### config.mk
export PLATFORM = sky130hd
export DESIGN_NAME = sgc_bank
export DESIGN_NICKNAME = d
export VERILOG_FILES = /design/src/verilog/sgc_pkg.sv /design/src/verilog/sgc_bank.sv
export VERILOG_INCLUDE_DIRS = /design/src /design/src/verilog
export SDC_FILE = /design/constraint.sdc
export NUM_CORES = 1
export LEC_CHECK = 0
export BUFFER_PORTS_ARGS = -buffer_cell sky130_fd_sc_hd__clkbuf_2
export CELL_PAD_IN_SITES_DETAIL_PLACEMENT = 0
export CELL_PAD_IN_SITES_GLOBAL_PLACEMENT = 1
export CORE_ASPECT_RATIO = 1.25
export CORE_UTILIZATION = 40
export CTS_BUF_LIST = sky130_fd_sc_hd__clkbuf_8
export DETAILED_ROUTE_END_ITERATION = 8
export HOLD_SLACK_MARGIN = 0.06
export PLACE_DENSITY = 0.95
export SLEW_MARGIN = 40
export SYNTH_ARGS = -nofsm -noshare
export SYNTH_HDL_FRONTEND = slang
export SYNTH_SLANG_ARGS = --single-unit
export TNS_END_PERCENT = 100
### constraint.sdc
create_clock -name CORE_CLK -period 6.3 [get_ports CORE_CLK]
set_input_delay 1.26 -clock CORE_CLK [delete_from_list [all_inputs] [get_ports CORE_CLK]]
set_output_delay 1.26 -clock CORE_CLK [all_outputs]
set_load 0.01 [all_outputs]
### src/verilog/sgc_defs.svh
// constants of the switch global control register bank
`ifndef SGC_DEFS_SVH
`define SGC_DEFS_SVH

// register indices, byte address is four times the index
`define SGC_IDX_IDENT      6'h00
`define SGC_IDX_GCR1       6'h02

// identity and start register fields
`define SGC_B_START        0
`define SGC_IDENT_WMASK    16'h0001

// global control one fields
`define SGC_B_PASS_ALL     15
`define SGC_B_TX_FC        13
`define SGC_B_RX_FC        12
`define SGC_B_LEN_CHK      11
`define SGC_B_AGE_EN       10
`define SGC_B_FAST_AGE     9
`define SGC_B_BACKOFF      8
`define SGC_B_LARGE        4
`define SGC_B_ING_FC       3
`define SGC_B_PASS_FC      3
`define SGC_B_LC_AGE       0
`define SGC_GCR1_RST       16'h3410
`define SGC_GCR1_WMASK     16'hbf19

// frame length limits in bytes
`define SGC_LEN_FIELD_MAX  16'h05dc
`define SGC_LEN_STD_MAX    16'h07d0
`define SGC_LEN_LARGE_MAX  16'h0800

// timing
`define SGC_CLK_NS         20
`define SGC_FAST_AGE_NS    800000
`define SGC_NORM_AGE_S     300
`define SGC_FAST_AGE_CYC   (`SGC_FAST_AGE_NS / `SGC_CLK_NS)
`define SGC_NS_PER_S       64'd1000000000
`define SGC_NORM_AGE_CYC   (`SGC_NS_PER_S / `SGC_CLK_NS * `SGC_NORM_AGE_S)

`endif

### src/verilog/sgc_pkg.sv
// types of the switch global control register bank
package sgc_pkg;

    // aging engine modes
    typedef enum logic [1:0] {
        SGC_AGE_OFF  = 2'b00,
        SGC_AGE_NORM = 2'b01,
        SGC_AGE_FAST = 2'b10
    } sgc_age_t;

    // description of one received frame
    typedef struct packed {
        logic [15:0] len_type;
        logic [15:0] act_len;
        logic        bad;
        logic        pause;
    } sgc_frm_t;

    // verdict on one received frame
    typedef struct packed {
        logic done;
        logic drop;
        logic pause_apply;
    } sgc_verdict_t;

endpackage

### src/verilog/sgc_bank.sv
// switch identity, start and global control registers
`timescale 1ns/1ps
`default_nettype none
`include "sgc_defs.svh"

// Contract
// - read-only family, chip and revision fields
// - pass-all forwards every non-pause frame while the switch runs, bad included
// - transmit flow control off means no pause
// - receive flow control off ignores pause
// - drop frames with mismatched short length field
// - aging runs only while aging enabled
// - fast-age bit shortens aging to 800 us
// - bit 8 selects aggressive half-duplex back-off
// - ingress excess drops frame, or if bit 3 set sends pause when tx flow is on
// - large enable accepts 2K, else 2000 limit
// - pass-flow-control bit forwards pause frames
// - link drop triggers one fast age cycle
// - any link loss ages out all addresses
module sgc_bank
    import sgc_pkg::*;
#(
    parameter logic [7:0]  FAMILY_ID    = 8'h5a,  // arbitrary value
    parameter logic [3:0]  CHIP_ID      = 4'h3,   // arbitrary value
    parameter logic [2:0]  REV_ID       = 3'h2,   // arbitrary value
    parameter logic [33:0] FAST_AGE_CYC = 34'(`SGC_FAST_AGE_CYC),
    parameter logic [33:0] NORM_AGE_CYC = 34'(`SGC_NORM_AGE_CYC)
) (
    input  wire logic         CORE_CLK,     // system clock
    input  wire logic         RST_N,        // sync reset, low
    input  wire logic [7:0]   WB_ADR_I,     // byte address
    input  wire logic [31:0]  WB_DAT_I,     // write data
    output logic      [31:0]  WB_DAT_O,     // read data
    input  wire logic [3:0]   WB_SEL_I,     // byte selects
    input  wire logic         WB_WE_I,      // write strobe
    input  wire logic         WB_CYC_I,     // bus cycle
    input  wire logic         WB_STB_I,     // slave select
    output logic              WB_ACK_O,     // acknowledge
    input  wire logic [1:0]   LINK_UP,      // port link pins
    input  wire logic         FRM_VALID,    // frame info valid
    input  wire sgc_frm_t     FRM_INFO,     // frame info
    input  wire logic         ING_OVER,     // ingress limit hit
    input  wire logic         CONGEST,      // egress congestion
    output logic              SWITCH_RUN,   // switching enabled
    output logic              PASS_ALL,     // pass all frames
    output logic              TX_FC_EN,     // tx flow control
    output logic              RX_FC_EN,     // rx flow control
    output logic              AGGR_BACKOFF, // aggressive back-off
    output logic              LARGE_PKT_EN, // 2K frames allowed
    output logic              AGE_TICK,     // age one round
    output logic              AGE_FLUSH,    // age out all entries
    output logic              FRM_DONE,     // verdict valid
    output logic              FRM_DROP,     // frame dropped
    output logic              PAUSE_APPLY,  // obey pause frame
    output logic              PAUSE_SEND,   // send pause frame
    output logic              ING_DROP      // drop excess frame
);

    // ---------------------------------------------------------
    // register bank and wishbone slave
    // ---------------------------------------------------------
    logic        start_q;       // start bit
    logic        start_d;
    logic [15:0] gcr1_q;        // global control one
    logic [15:0] gcr1_d;
    logic        ack_q;         // bus acknowledge
    logic        ack_d;
    logic [31:0] rdat_q;        // read data
    logic [31:0] rdat_d;
    logic [15:0] ident_m;       // identity word after a write

    // byte-lane merge under the writable mask
    function automatic logic [15:0] merge16(
        input logic [15:0] old,
        input logic [15:0] wdat,
        input logic [1:0]  sel,
        input logic [15:0] wmask
    );
        logic [15:0] lane;
        lane = {{8{sel[1]}}, {8{sel[0]}}} & wmask;
        return (old & ~lane) | (wdat & lane);
    endfunction

    // register index from the byte address
    function automatic logic [5:0] reg_idx(input logic [7:0] a);
        return a[7:2];
    endfunction

    // identity word as read by software
    logic [15:0] ident_w;
    assign ident_w = {FAMILY_ID, CHIP_ID, REV_ID, start_q};

    // next state of the bank
    always_comb begin
        start_d = start_q;
        gcr1_d  = gcr1_q;
        ack_d   = 1'b0;
        rdat_d  = rdat_q;
        // only the start bit of the identity word is writable
        ident_m = merge16({15'h0000, start_q}, WB_DAT_I[15:0],
            WB_SEL_I[1:0], `SGC_IDENT_WMASK);
        // one-cycle ack, dropped the cycle after it was given
        if (WB_CYC_I && WB_STB_I && !ack_q) begin
            ack_d  = 1'b1;
            rdat_d = 32'h0000_0000;
            case (reg_idx(WB_ADR_I))
                `SGC_IDX_IDENT: begin
                    rdat_d = {16'h0000, ident_w};
                    if (WB_WE_I) begin
                        // only the start bit is writable
                        start_d = ident_m[`SGC_B_START];
                    end
                end
                `SGC_IDX_GCR1: begin
                    rdat_d = {16'h0000, gcr1_q};
                    if (WB_WE_I) begin
                        // reserved bits never stored
                        gcr1_d = merge16(gcr1_q, WB_DAT_I[15:0],
                            WB_SEL_I[1:0],
                            `SGC_GCR1_WMASK);
                    end
                end
                // unmapped: ack with zero data, no effect
                default: rdat_d = 32'h0000_0000;
            endcase
        end
    end

    // bank registers
    always_ff @(posedge CORE_CLK) begin
        if (!RST_N) begin
            start_q <= 1'b0;
            gcr1_q  <= `SGC_GCR1_RST;
            ack_q   <= 1'b0;
            rdat_q  <= 32'h0000_0000;
        end else begin
            start_q <= start_d;
            gcr1_q  <= gcr1_d;
            ack_q   <= ack_d;
            rdat_q  <= rdat_d;
        end
    end

    // level controls straight from register bits
    assign WB_ACK_O     = ack_q;
    assign WB_DAT_O     = rdat_q;
    assign SWITCH_RUN   = start_q;
    assign PASS_ALL     = gcr1_q[`SGC_B_PASS_ALL];
    assign TX_FC_EN     = gcr1_q[`SGC_B_TX_FC];
    assign RX_FC_EN     = gcr1_q[`SGC_B_RX_FC];
    assign AGGR_BACKOFF = gcr1_q[`SGC_B_BACKOFF];
    assign LARGE_PKT_EN = gcr1_q[`SGC_B_LARGE];

    // ---------------------------------------------------------
    // link pin synchroniser and link-loss detection
    // ---------------------------------------------------------
    logic [1:0] lnk_s1_q;       // first sync stage
    logic [1:0] lnk_s2_q;       // second sync stage
    logic [1:0] lnk_old_q;      // previous synced level
    logic [1:0] lnk_old_d;
    logic       lnk_drop;       // some port went down

    // edge detect reads only the second stage
    always_comb begin
        lnk_old_d = lnk_s2_q;
        lnk_drop  = |(lnk_old_q & ~lnk_s2_q);
    end

    // sync and history registers
    always_ff @(posedge CORE_CLK) begin
        if (!RST_N) begin
            lnk_s1_q  <= 2'h0;
            lnk_s2_q  <= 2'h0;
            lnk_old_q <= 2'h0;
        end else begin
            lnk_s1_q  <= LINK_UP;
            lnk_s2_q  <= lnk_s1_q;
            lnk_old_q <= lnk_old_d;
        end
    end

    // ---------------------------------------------------------
    // aging engine
    // ---------------------------------------------------------
    sgc_age_t    age_st_q;      // aging mode
    sgc_age_t    age_st_d;
    logic [33:0] age_cnt_q;     // cycles into period
    logic [33:0] age_cnt_d;
    logic        lc_pend_q;     // one fast round owed
    logic        lc_pend_d;
    logic        tick_q;        // age round pulse
    logic        tick_d;
    logic        flush_q;       // flush pulse
    logic        flush_d;
    logic [33:0] age_end;       // current period length

    // next state of the aging engine
    always_comb begin
        age_st_d  = age_st_q;
        age_cnt_d = age_cnt_q + 34'h1;
        lc_pend_d = lc_pend_q;
        tick_d    = 1'b0;
        flush_d   = lnk_drop;
        age_end   = NORM_AGE_CYC;
        // link loss owes one fast round
        if (lnk_drop && gcr1_q[`SGC_B_LC_AGE]) begin
            lc_pend_d = 1'b1;
        end
        case (age_st_q)
            SGC_AGE_OFF: begin
                age_cnt_d = 34'h0;
                if (start_q && gcr1_q[`SGC_B_AGE_EN]) begin
                    age_st_d = SGC_AGE_NORM;
                end
            end
            SGC_AGE_NORM, SGC_AGE_FAST: begin
                // fast bit or owed round picks short period
                if (gcr1_q[`SGC_B_FAST_AGE] || lc_pend_q) begin
                    age_st_d = SGC_AGE_FAST;
                    age_end  = FAST_AGE_CYC;
                end else begin
                    age_st_d = SGC_AGE_NORM;
                end
                if (age_cnt_q >= age_end - 34'h1) begin
                    // round complete, owed round paid
                    age_cnt_d = 34'h0;
                    tick_d    = 1'b1;
                    lc_pend_d = lnk_drop &&
                        gcr1_q[`SGC_B_LC_AGE];
                end
                if (!start_q || !gcr1_q[`SGC_B_AGE_EN]) begin
                    age_st_d  = SGC_AGE_OFF;
                    age_cnt_d = 34'h0;
                    tick_d    = 1'b0;
                end
            end
            default: begin
                age_st_d  = SGC_AGE_OFF;
                age_cnt_d = 34'h0;
            end
        endcase
    end

    // aging registers
    always_ff @(posedge CORE_CLK) begin
        if (!RST_N) begin
            age_st_q  <= SGC_AGE_OFF;
            age_cnt_q <= 34'h0;
            lc_pend_q <= 1'b0;
            tick_q    <= 1'b0;
            flush_q   <= 1'b0;
        end else begin
            age_st_q  <= age_st_d;
            age_cnt_q <= age_cnt_d;
            lc_pend_q <= lc_pend_d;
            tick_q    <= tick_d;
            flush_q   <= flush_d;
        end
    end

    assign AGE_TICK  = tick_q;
    assign AGE_FLUSH = flush_q;

    // ---------------------------------------------------------
    // frame verdict and flow control requests
    // ---------------------------------------------------------
    sgc_verdict_t vrd_q;        // registered verdict
    sgc_verdict_t vrd_d;
    logic         psend_q;      // pause request pulse
    logic         psend_d;
    logic         idrop_q;      // ingress drop pulse
    logic         idrop_d;
    logic         len_bad;      // length field mismatch
    logic         too_long;     // over size limit
    logic         faulty;       // any error on frame

    // next verdict and requests
    always_comb begin
        // short length field must match real length
        len_bad = gcr1_q[`SGC_B_LEN_CHK] &&
            (FRM_INFO.len_type < `SGC_LEN_FIELD_MAX) &&
            (FRM_INFO.len_type != FRM_INFO.act_len);
        // size limit follows the large-packet bit
        too_long = gcr1_q[`SGC_B_LARGE] ?
            (FRM_INFO.act_len > `SGC_LEN_LARGE_MAX) :
            (FRM_INFO.act_len > `SGC_LEN_STD_MAX);
        faulty = (FRM_INFO.bad || len_bad || too_long) &&
            !gcr1_q[`SGC_B_PASS_ALL];
        vrd_d.done = FRM_VALID;
        vrd_d.drop = FRM_VALID && (!start_q || faulty ||
            (FRM_INFO.pause &&
            !gcr1_q[`SGC_B_PASS_FC]));
        vrd_d.pause_apply = FRM_VALID && start_q &&
            FRM_INFO.pause && gcr1_q[`SGC_B_RX_FC];
        // pause only when transmit flow control is on
        psend_d = start_q && gcr1_q[`SGC_B_TX_FC] && (CONGEST ||
            (ING_OVER && gcr1_q[`SGC_B_ING_FC]));
        idrop_d = start_q && ING_OVER &&
            !gcr1_q[`SGC_B_ING_FC];
    end

    // verdict registers
    always_ff @(posedge CORE_CLK) begin
        if (!RST_N) begin
            vrd_q   <= '0;
            psend_q <= 1'b0;
            idrop_q <= 1'b0;
        end else begin
            vrd_q   <= vrd_d;
            psend_q <= psend_d;
            idrop_q <= idrop_d;
        end
    end

    assign FRM_DONE    = vrd_q.done;
    assign FRM_DROP    = vrd_q.drop;
    assign PAUSE_APPLY = vrd_q.pause_apply;
    assign PAUSE_SEND  = psend_q;
    assign ING_DROP    = idrop_q;

endmodule
`default_nettype wire

; Word level (Yosys, flattened, before mapping)
; Cells that the tools add are included.
[totals]
register_bits = 100
inputBits = 88
out_inout_bits = 46
word_cells = 90
[op_classes]
add_sub_neg = 2
order_cmp = 4
eq_ne = 5
muxes = 13
n_bitwise = 12
reduce_logical = 37
[op_table]
columns = cell, n
row1 = 34-bit two-way mux, 2
row2 = "34-bit by 1-bit adder with 34-bit output, second input constant", 1
row3 = 34-bit >= comparator, 1
row4 = "34-bit by 1-bit subtractor with 34-bit output, second input constant", 1
row5 = 16-bit AND, 2
row6 = 16-bit one-hot mux with 2 select lines, 1
row7 = 1-bit logical AND, 17
row8 = "16-bit by 11-bit > comparator with 1-bit output, second input constant", 1
row9 = "16-bit by 12-bit > comparator with 1-bit output, second input constant", 1
row10 = "16-bit by 11-bit less-than comparator with 1-bit output, second input constant", 1
row11 = 16-bit != test, 1
row12 = 16-bit NOT, 1
row13 = 16-bit bitwise OR, 1
row14 = 1-bit logical OR, 7
row15 = "6-bit by 2-bit equality test with 1-bit output, second input constant", 1
row16 = 6-bit zero test, 1
row17 = 1-bit two-way mux, 6
row18 = 2-bit two-way mux, 3
row19 = 3-bit AND reduction, 2
row20 = 1-bit zero test, 5
row21 = 2-bit one-hot mux with 2 select lines, 1
row22 = 2-bit OR reduction, 2
row23 = 4-bit OR reduction, 1
row24 = 1-bit NOT, 3
row25 = 9 further kinds, 10

; Longest topological paths before layout
; Gate-level depths: netlist of run 1.
[logic_depth]
depth_word = 9
mapped_depth = 11
depth_no_buf = 9

; Worst setup path before layout of run 1
; No wires, ideal clock.
[synth_timing]
kind = input to register
start = input WB_ADR_I[5]
end = register with a tool-made name
setup_time_ps = 125
arrival_ps = 2862
t_required_ps = 6175
setup_slack_ps = 3312
path_stages = 6
path_buffers = 0
cell_sequence = or4_1 nor2_1 nand2_1 nor2_2 mux2i_1 nand2_1
[synth_lines]
columns = item, line_no
row1 = start: declaration, sgc_bank.sv:31  ; input wire logic [7:0] WB_ADR_I,

==> results of run 1 <==
[cell usage after synthesis, types with 2 or more instances]
master / count / share of area (%)
a211o_1: 2 / 0.47
a21boi_0: 9 / 1.8
a21oi_1: 13 / 1.7
a22oi_1: 5 / 1.0
a31oi_1: 3 / 0.50
and2_1: 11 / 1.8
and3_1: 4 / 0.67
buf_4: 22 / 4.4
buf_6: 4 / 1.2
clkbuf_1: 10 / 1.0
dfxtp_1: 73 / 39
ha_1: 9 / 3.0
inv_1: 12 / 1.2
mux2_2: 2 / 0.60
mux2i_1: 8 / 2.1
nand2_1: 27 / 2.7
nand2b_1: 5 / 0.84
nand3_1: 24 / 3.2
nand4_1: 16 / 2.7
nor2_1: 53 / 5.3
nor2b_1: 12 / 2.0
nor3_1: 8 / 1.1
nor3b_1: 2 / 0.40
nor4_1: 11 / 1.8
nor4b_1: 3 / 0.70
o2111ai_1: 3 / 0.70
o21ai_0: 6 / 0.80
o22ai_1: 2 / 0.34
or3_1: 6 / 1.0
or4_1: 4 / 0.80
xnor2_1: 17 / 4.0
xor2_1: 29 / 6.8
[cells in the final DEF (no fill, tap or decap), types with 6 or more instances in the layout]
master	instances
a21boi_0	9
a21oi_1	13
and2_1	11
clkbuf_2	88
clkbuf_8	9
conb_1	19
dfxtp_1	73
ha_1	9
inv_1	12
mux2i_1	8
nand2_1	27
nand3_1	24
nand4_1	16
nor2_1	53
nor2b_1	12
nor3_1	8
nor4_1	11
o21ai_0	6
or3_1	6
xnor2_1	17
xor2_1	29
[area by class of cell]
type                    count  area share [%]
clock buffers               9            2.86
clock inverters             7            1.41
inverters                  13            1.13
multi-input cells         329            47.2
flip-flops and latches     73            33.7
well taps                 123            3.55
repair buffers             88            10.2
[where the power goes]
group | internal (mW) | switching, mW
Combinational | 0.0248 | 0.0319
Sequential | 0.464 | 0.000934
Clock | 0.149 | 0.192
Total | 0.638 | 0.225
[stage by stage]
step                area, um^2  instances  hold slack (ps)  worst slack (ps)
detailed placement        4150        626              428              2830
global placement          4150        626              416              2850
floorplan                 3800        451              412              3310
finish                    4330        642              444              3000
CTS                       4330        642              448              2960
global route              4330        642              463              2740
[layer usage]
| metal | routed length [um] | up-vias | global-route usage (%) |
|---|---|---|---|
| met1 | 3440 | 1501 | 18.2 |
| met3 | 464 | 6 | 4.24 |
| met4 | 53 | 0 | 5.88 |
| met2 | 4690 | 97 | 35.6 |
| li1 | - | 1631 | - |
| met5 | 0 | - | 0 |
[worst max path at each step]
stage | depth (start not counted) | end
after global routing | 8 | age_cnt_q[18]
after global placement | 7 | flip-flop
after CTS | 8 | age_cnt_q[18]
after detailed placement | 7 | flip-flop
after floorplan | 6 | flip-flop
final | 8 | age_cnt_q[18]
[cell families after synthesis]
logic type	Yosys count	share of synthesized area [%]
AO/OA/AOI/OAI	51	9.38
XOR/XNOR	46	10.8
adder cells (fa/ha/maj)	10	3.28
buffers and inverters	49	7.94
flip-flops	73	39.1
multiplexers	10	2.75
other	1	0.100
AND/OR/NAND/NOR	193	26.6
==> metrics.txt, run 1 <==
status complete, no violations; Via density 5.04; Reg2Reg Depth 8; synthesis warning total 0; Port Buffer Count 88; core area 9130 um^2; share of cells above drive strength 1 21.6%; CP Class reg -> reg; vias in the first global route 2925; Via Count 3235; Pre-Repair DR Iteration Count 4; post-route clock period utilization 52.4%; drt total wl 8640 um; DRT antenna net count 0; largest net degree at the start of global routing 37; FF-to-FF End age_cnt_q[18]; ys async rst share 0%; RSZ-0062 raised after global routing no; Area Overhead vs Synth 16.1%; Final #Nets 611; Ports 134; Clock transition at path regs 90 ps; CTS tree built; Layout Skew 11.2 ps; Yosys cell types 50; worst hold path depth 1; Slew Viols, Final 0; fmax 303 MHz; drt wl/cell 13.5 um; row cnt 39; cells after synthesis 433; EDFF count, synth 0; hold path endpoint lnk_old_d[0]; final setup violation count 0; Initial Util 40.9%; CP max-delay cell or4_2; root buffer cell clkbuf_8; crit-path max cell delay 1020 ps; Cell Area, Synth 3730 um^2; Cell Pwr Density 199 nW/um^2; Worst EP arrival 3570 ps; CTS H-tree lvls 3; routability congestion estimate 0.758; Initial DRC Count 100; Detailed Place HPWL 6680 um; TNS Setup 0 ps; final core occ 47.5%; Synth Area per Inst 8.62 um^2; post-synthesis sequential area ratio 39.1%; hold buffer count at cts 0; CP endpoint kind flip-flop; time the worst path needs with I/O delays and setup 3300 ps; Clock Sinks 73; GRT Util Overall 18.1%; area occupied by multi-input gates 2040 um^2; CP Launch Type flip-flop; die span in y 110 um; Worst Min Path Start lnk_s1_q[0]; Residual DRC 0; worst path required time 6570 ps; cts repair resizes 0; CTS Buf Count 9; CP bufs+invs 0; Peak VDD IR 86.4 uV; top_reg_cell synth dfxtp_1; total gr overflow 0; P_leak 1.62 nW; r2r setup slk 3000 ps; crit path max fanout 34; Slew HR 57.6%; area of all sequential standard cells 1460 um^2; synthesized flop and latch total 73; clock latency on the worst-skew pair 350 ps; die area 9730 um^2; # Post-CTS Setup Buffers 0; final hold viol count 0; # fillers 899; delay-heaviest family, CP simple AND/OR/NAND/NOR gates; CP most frequent cell a21oi_1; overall power 0.863 mW; Inserted Diodes 0; Critical Path, Cell by Cell or2_1 > ha_1 > a21o_1 > maj3_1 > a21oi_1 > a21oi_1 > or4_2 > nor2_1; Slew @ Worst Pin 632 ps; max-cap viol count 0; die outline width 88.4 um; Hold Path Class reg -> reg; initial antenna violation count 0; Longest Clk Path Bufs 2; first-pass GRT wire length 13400 um
Power figures use the tool's default switching activity.
==> run 2, diff against run 1 <==
--- a/config.mk
+++ b/config.mk
@@ -10,11 +10,11 @@
 export CELL_PAD_IN_SITES_DETAIL_PLACEMENT = 0
 export CELL_PAD_IN_SITES_GLOBAL_PLACEMENT = 1
 export CORE_ASPECT_RATIO = 1.25
-export CORE_UTILIZATION = 40
+export CORE_UTILIZATION = 37
 export CTS_BUF_LIST = sky130_fd_sc_hd__clkbuf_8
 export DETAILED_ROUTE_END_ITERATION = 8
 export HOLD_SLACK_MARGIN = 0.06
-export PLACE_DENSITY = 0.95
+export PLACE_DENSITY = 0.91
 export SLEW_MARGIN = 40
 export SYNTH_ARGS = -nofsm -noshare
 export SYNTH_HDL_FRONTEND = slang
==> constraint.sdc (replaced) <==
create_clock -name CORE_CLK -period 3.2 [get_ports CORE_CLK]
set_input_delay 0.64 -clock CORE_CLK [delete_from_list [all_inputs] [get_ports CORE_CLK]]
set_output_delay 0.64 -clock CORE_CLK [all_outputs]
set_load 0.01 [all_outputs]
==> metrics.txt, run 2 (synthesis results as in run 1) <==
status complete, no violations; hold buffer count at cts 0 (unchanged); dpl ws 268 ps (-2560 ps); crit-path max cell delay 500 ps (-520 ps); register share of total power 49.7% (-4.1 points); final core occ 45.4% (-2.1 points); share of cells above drive strength 1 22.0% (+0.41 points); drt total wl 8610 um (-0.43%); first-pass GRT wire length 14100 um (+4.9%); drt wl/cell 13.3 um (-1.5%); Fin Hold WS 428 ps (-15.7 ps); fmax 336 MHz (+11%); # Post-CTS Setup Buffers 0 (unchanged); commonest non-fill, non-tap cell in the layout clkbuf_2; total gr overflow 0 (unchanged); setup ws final 227 ps (-2770 ps); Peak VDD IR 202 uV (+130%); switching share of power 23.4% (-2.7 points); overall power 1.84 mW (+110%); Hold Path Class reg -> reg; Pre-Repair DR Iteration Count 4 (unchanged); Port Buffer Count 88 (unchanged); CP bufs+invs 1 (+1); Int Pwr 1.41 mW (+120%); Layout Skew 8.84 ps (-2.32 ps); Detailed Place HPWL 6540 um (-2.1%); worst path required time 3480 ps (-3090 ps); clock share of power 44.2% (+4.6 points); initial antenna violation count 0 (unchanged); die area 10500 um^2 (+7.9%); time the worst path needs with I/O delays and setup 2970 ps (-325 ps); largest net degree at the start of global routing 36 (-2.7%); vias in the first global route 2977 (+1.8%); Residual DRC 0 (unchanged); CP endpoint kind flip-flop; most frequent cells in the layout clkbuf_2 (88), dfxtp_1 (73), nor2_1 (53); P_sw 0.430 mW (+91%); post-route clock period utilization 92.9% (+41 points); placed cells 633 (+1.1%); Finished Layout Cells 649 (+1.1%); CTS tree built; max-cap viol count 0 (unchanged); root buffer cell clkbuf_8; row cnt 40 (+2.6%); die outline width 91.8 um (+3.9%); Slew @ Worst Pin 670 ps (+38.4 ps); Initial Util 38.5% (-2.5 points); Inserted Diodes 0 (unchanged); GRT Util Overall 17.0% (-1.1 points); Slew HR 55.0% (-2.6 points); CP max-delay cell or4_1; core area 9710 um^2 (+6.4%); CP Class reg -> reg; Cell Pwr Density 418 nW/um^2 (+110%); # fillers 946 (+5.2%); cts repair resizes 0 (unchanged); CTS H-tree lvls 3 (unchanged); Clock Sinks 73 (unchanged); Slew Viols, Final 0 (unchanged); P_leak 1.66 nW (+2.6%); clock latency on the worst-skew pair 350 ps (about the same); RSZ-0062 raised after global routing no; Longest Clk Path Bufs 2 (unchanged); TNS Setup 0 ps (unchanged); Critical Path, Cell by Cell or2_1 > ha_1 > a21o_1 > maj3_1 > a21oi_1 > a21oi_1 > or4_1 > buf_4 > nor2_1; Initial DRC Count 127 (+27%); final hold viol count 0 (unchanged); Area Overhead vs Synth 18.1%; fin area 4410 um^2 (+1.7%); CP Launch Type flip-flop; Final #Nets 615 (+0.65%); Clock transition at path regs 80 ps (about the same); Gate power share 6.1% (-0.5 points); Via Count 3185 (-1.5%); Worst EP arrival 3260 ps (-310 ps); die span in y 114 um (+3.9%); CTS Buf Count 9 (unchanged); final setup violation count 0 (unchanged); DRT antenna net count 0 (unchanged); delay-heaviest family, CP simple AND/OR/NAND/NOR gates; CP most frequent cell a21oi_1; crit path max fanout 34 (unchanged); Ports 134 (unchanged); routability congestion estimate 0.808 (+6.6%); Via density 4.91 (-2.6%); Post-DP Area 4180 um^2 (+0.78%)
[run 2: cell count changes in the layout (fill, tap and decap cells not counted)]
cell	before	now
inv_8	1	0
or4_2	1	0
or4_1	3	4
clkinvlp_4	2	1
bufinv_16	0	2
buf_4	0	4
[run 2: final timing paths]
check	startpoint	to	slack [ps]	depth (start not counted)
worst max-delay path	flip-flop	age_cnt_q[14]	230	9
worst max register to register	flip-flop	age_cnt_q[14]	230	9
worst min-delay path	lnk_s1_q[0]	lnk_old_d[0]	430	1
worst min register to register	lnk_s1_q[0]	lnk_old_d[0]	430	1
[run 2: layer usage]
| layer | global-route usage (%) | vias to the layer above | wire length [um] |
|---|---|---|---|
| met3 | 4.58 | 10 | 520 |
| met5 | 0 | - | 0 |
| met1 | 18.7 | 1440 | 3630 |
| met4 | 5.73 | 0 | 114 |
| li1 | - | 1641 | - |
| met2 | 31.4 | 94 | 4340 |
[run 2: area by class of cell]
type / instances / area, um^2 / area share, %
sequential: 73 / 1460 / 33.2
inverter: 13 / 48.8 / 1.11
clock buffer: 9 / 124 / 2.81
timing repair buffer: 92 / 470 / 10.7
clock inverter: 7 / 103 / 2.33
multi-input combinational: 329 / 2040 / 46.4
tap: 126 / 158 / 3.58
[run 2: power groups by stage]
| stage | clock (mW) | combinational [mW] | sequential [mW] |
|---|---|---|---|
| 3_3_place_gp | 0 | 0.110 | 0.936 |
| 3_5_place_dp | 0 | 0.111 | 0.936 |
| 4_1_cts | 0.835 | 0.112 | 0.915 |
| 6_report | 0.814 | 0.112 | 0.915 |
| 2_1_floorplan | 0 | 0.0647 | 0.937 |
| 5_1_grt | 0.878 | 0.124 | 0.916 |
==> run 3, diff against run 2 <==
--- a/config.mk
+++ b/config.mk
@@ -6,13 +6,15 @@
 export SDC_FILE = /design/constraint.sdc
 export NUM_CORES = 1
 export LEC_CHECK = 0
+export ABC_AREA = 1
 export BUFFER_PORTS_ARGS = -buffer_cell sky130_fd_sc_hd__clkbuf_2
 export CELL_PAD_IN_SITES_DETAIL_PLACEMENT = 0
 export CELL_PAD_IN_SITES_GLOBAL_PLACEMENT = 1
 export CORE_ASPECT_RATIO = 1.25
-export CORE_UTILIZATION = 37
+export CORE_UTILIZATION = 36
 export CTS_BUF_LIST = sky130_fd_sc_hd__clkbuf_8
 export DETAILED_ROUTE_END_ITERATION = 8
+export GPL_TIMING_DRIVEN = 0
 export HOLD_SLACK_MARGIN = 0.06
 export PLACE_DENSITY = 0.91
 export SLEW_MARGIN = 40
==> metrics.txt, run 3 <==
Cell Area, Synth 4140 um^2 (+11%); CP Launch Type flip-flop; DRT antenna net count 0 (unchanged); post-synthesis mux area share 0% (-2.7 points); crit path max fanout 14 (-59%); TNS Setup 0 ps (unchanged); Inserted Diodes 0 (unchanged); post-route clock period utilization 71.9% (-21 points); Cell Pwr Density 392 nW/um^2 (-6.0%); most common cell in the netlist nand2_1; CP endpoint kind flip-flop; die area 11900 um^2 (+14%); worst hold path depth 2 (+1); drt total wl 9990 um (+16%); synthesized-area fraction occupied by and/or/nand/nor cells 33.1% (+6.4 points); ys async rst share 0% (unchanged); synthesized flop and latch total 73 (unchanged); root buffer cell clkbuf_8; Hold Path Class reg -> reg; post-synthesis sequential area ratio 35.3% (-3.8 points); RSZ-0062 raised after global routing no; Via Count 4005 (+26%); row cnt 43 (+7.5%); main combinational cell family by area after synthesis simple AND/OR/NAND/NOR gates; cts repair resizes 0 (unchanged); Worst EP arrival 2580 ps (-680 ps); Residual DRC 2 (+2); final setup violation count 0 (unchanged); Layout Skew 9.90 ps (+1.06 ps); fmax 434 MHz (+29%); GRT Util Overall 17.4% (+0.44 points); Reg2Reg Launch Point lc_pend_q; Initial Util 37.2% (-1.3 points); r2r setup slk 900 ps (+670 ps); vias in the first global route 3776 (+27%); Longest Clk Path Bufs 2 (unchanged); Peak VDD IR 230 uV (+14%); largest net degree at the start of global routing 15 (-58%); top post-synthesis cells by area dfxtp_1 (35%), nand2_1 (12%), nor2_1 (8.1%), inv_1 (7.6%), xor2_1 (5.3%); commonest non-fill, non-tap cell in the layout nand2_1; EDFF count, synth 0 (unchanged); hold path endpoint lnk_old_d[1]; first-pass GRT wire length 16900 um (+20%); max-cap viol count 0 (unchanged); CP Class reg -> reg; Post-Synth XOR/XNOR Area 8.89% (-1.9 points); worst path required time 3480 ps (about the same); CTS Buf Count 9 (unchanged); fin area 5060 um^2 (+15%); Via density 4.64 (-5.5%); Ports 134 (unchanged); CTS tree built; Slew HR 55.0% (about the same); Clock transition at path regs 80 ps (about the same); initial antenna violation count 0 (unchanged); P_leak 2.36 nW (+43%); time the worst path needs with I/O delays and setup 2300 ps (-671 ps); Port Buffer Count 88 (unchanged); cells after synthesis 607 (+40%); top_reg_cell synth dfxtp_1; overall power 1.99 mW (+7.8%); # Post-CTS Setup Buffers 0 (unchanged); placed cells 848 (+34%); Detailed Place HPWL 7960 um (+22%); clock latency on the worst-skew pair 340 ps (about the same); die outline width 97.9 um (+6.6%); most frequent cells in the layout nand2_1 (130), nor2_1 (89), clkbuf_2 (88); synthesis warning total 0 (unchanged); Pre-Repair DR Iteration Count 7 (+3); Initial DRC Count 200 (+57%); Synth Area per Inst 6.82 um^2 (-21%); Synth Area in Adders 2.72% (-0.56 points); share of cells above drive strength 1 20.9% (-1.1 points); drt wl/cell 11.6 um (-13%); Compound-Gate Fraction of Synth Area 6.86% (-2.5 points); Slew Viols, Final 0 (unchanged); FF-to-FF End age_cnt_q[12]; core area 11100 um^2 (+15%); Post-DP Area 4810 um^2 (+15%); Area Overhead vs Synth 22.3%; Post-synth top cells nand2_1 (130), nor2_1 (89), inv_1 (84); Final #Nets 821 (+33%); status complete, but fails checks; CTS H-tree lvls 3 (unchanged); Yosys cell types 33 (-34%); Slew @ Worst Pin 672 ps (+1.88 ps); Worst Min Path Start lnk_s1_q[1]; final hold viol count 0 (unchanged); hold buffer count at cts 0 (unchanged); Clock Sinks 73 (unchanged); Finished Layout Cells 864 (+33%); die span in y 122 um (+6.6%); post-synth top area cell dfxtp_1; routability congestion estimate 0.870 (+7.7%); total gr overflow 0 (unchanged); Synth top area share 35.3% (-3.8 points); failing checks design-rule violations; Reg2Reg Depth 16 (+7)
## run 3: changes by cell type in the layout (fill, tap and decap cells not counted), moves of 11 or more
cell	previous run	this run
and2_1	11	0
nand2_1	27	130
buf_4	4	21
o21ai_0	6	25
nor2_1	53	89
nor2b_1	12	0
nor2_2	1	17
inv_1	12	86
## run 3: power breakdown
group          switching [mW]  total, mW  internal [mW]
Combinational          0.0860      0.167         0.0808
Sequential            0.00814      0.932          0.924
Clock                   0.350      0.887          0.537
## run 3: layout make-up
class | instances | area [um^2]
inverter | 85 | 319
tap | 135 | 169
multi-input combinational | 437 | 2200
clock inverter | 6 | 106
sequential | 73 | 1460
clock buffer | 10 | 138
timing repair buffer | 88 | 440
buffer | 30 | 221
fill | 1185 | 6080
## run 3: how the worst max path moves through the flow
stage	startpoint	slack (ps)	endpoint
global placement	WB_CYC_I	830	flip-flop
CTS	lc_pend_q	860	age_cnt_q[12]
floorplan	lc_pend_q	1270	age_cnt_q[21]
global route	lc_pend_q	690	age_cnt_q[29]
detailed placement	WB_STB_I	860	flip-flop
finish	lc_pend_q	900	age_cnt_q[12]
## run 3: cell families (layout without fill, tap and decap cells)
logic type	Yosys count	in the layout
and+or+nand+nor	314	314
xor gates and xnor gates	42	42
buffers and inverters	115	219
AOI/OAI and AO/OA	53	53
adders and majority gates	9	9
other	1	19
DFF	73	73
## run 3: worst max-delay path: stages (launching register included)
cell and delay, ps:
dfxtp_1 410, inv_1 70, nand2_2 120, buf_6 190, ha_1 260, nand2_1 70, inv_1 30, o21ai_0 130
nand2_1 70, nand3_1 80, nand3_1 100, nand2_1 100, nand2_1 60, nor2_2 120, nand2_2 140, buf_6 180
nor2_1 90
## run 3: metrics by stage
stage | hold slack (ps) | setup slack [ps] | utilization, %
floorplan | 390 | 1270 | -
CTS | 420 | 862 | 45.4
global placement | 394 | 834 | 43.2
finish | 418 | 898 | 45.4
detailed placement | 401 | 863 | 43.2
global route | 440 | 691 | 45.4
## run 3: layer usage
layer,part of all wire [%],GRT usage [%],wire [um],up-vias
met5,0,0,0,-
met4,0.82,4.55,82,0
met3,5.8,3.90,579,9
met2,50,32.7,5000,93
met1,43,19.8,4330,1810
li1,-,-,-,2093
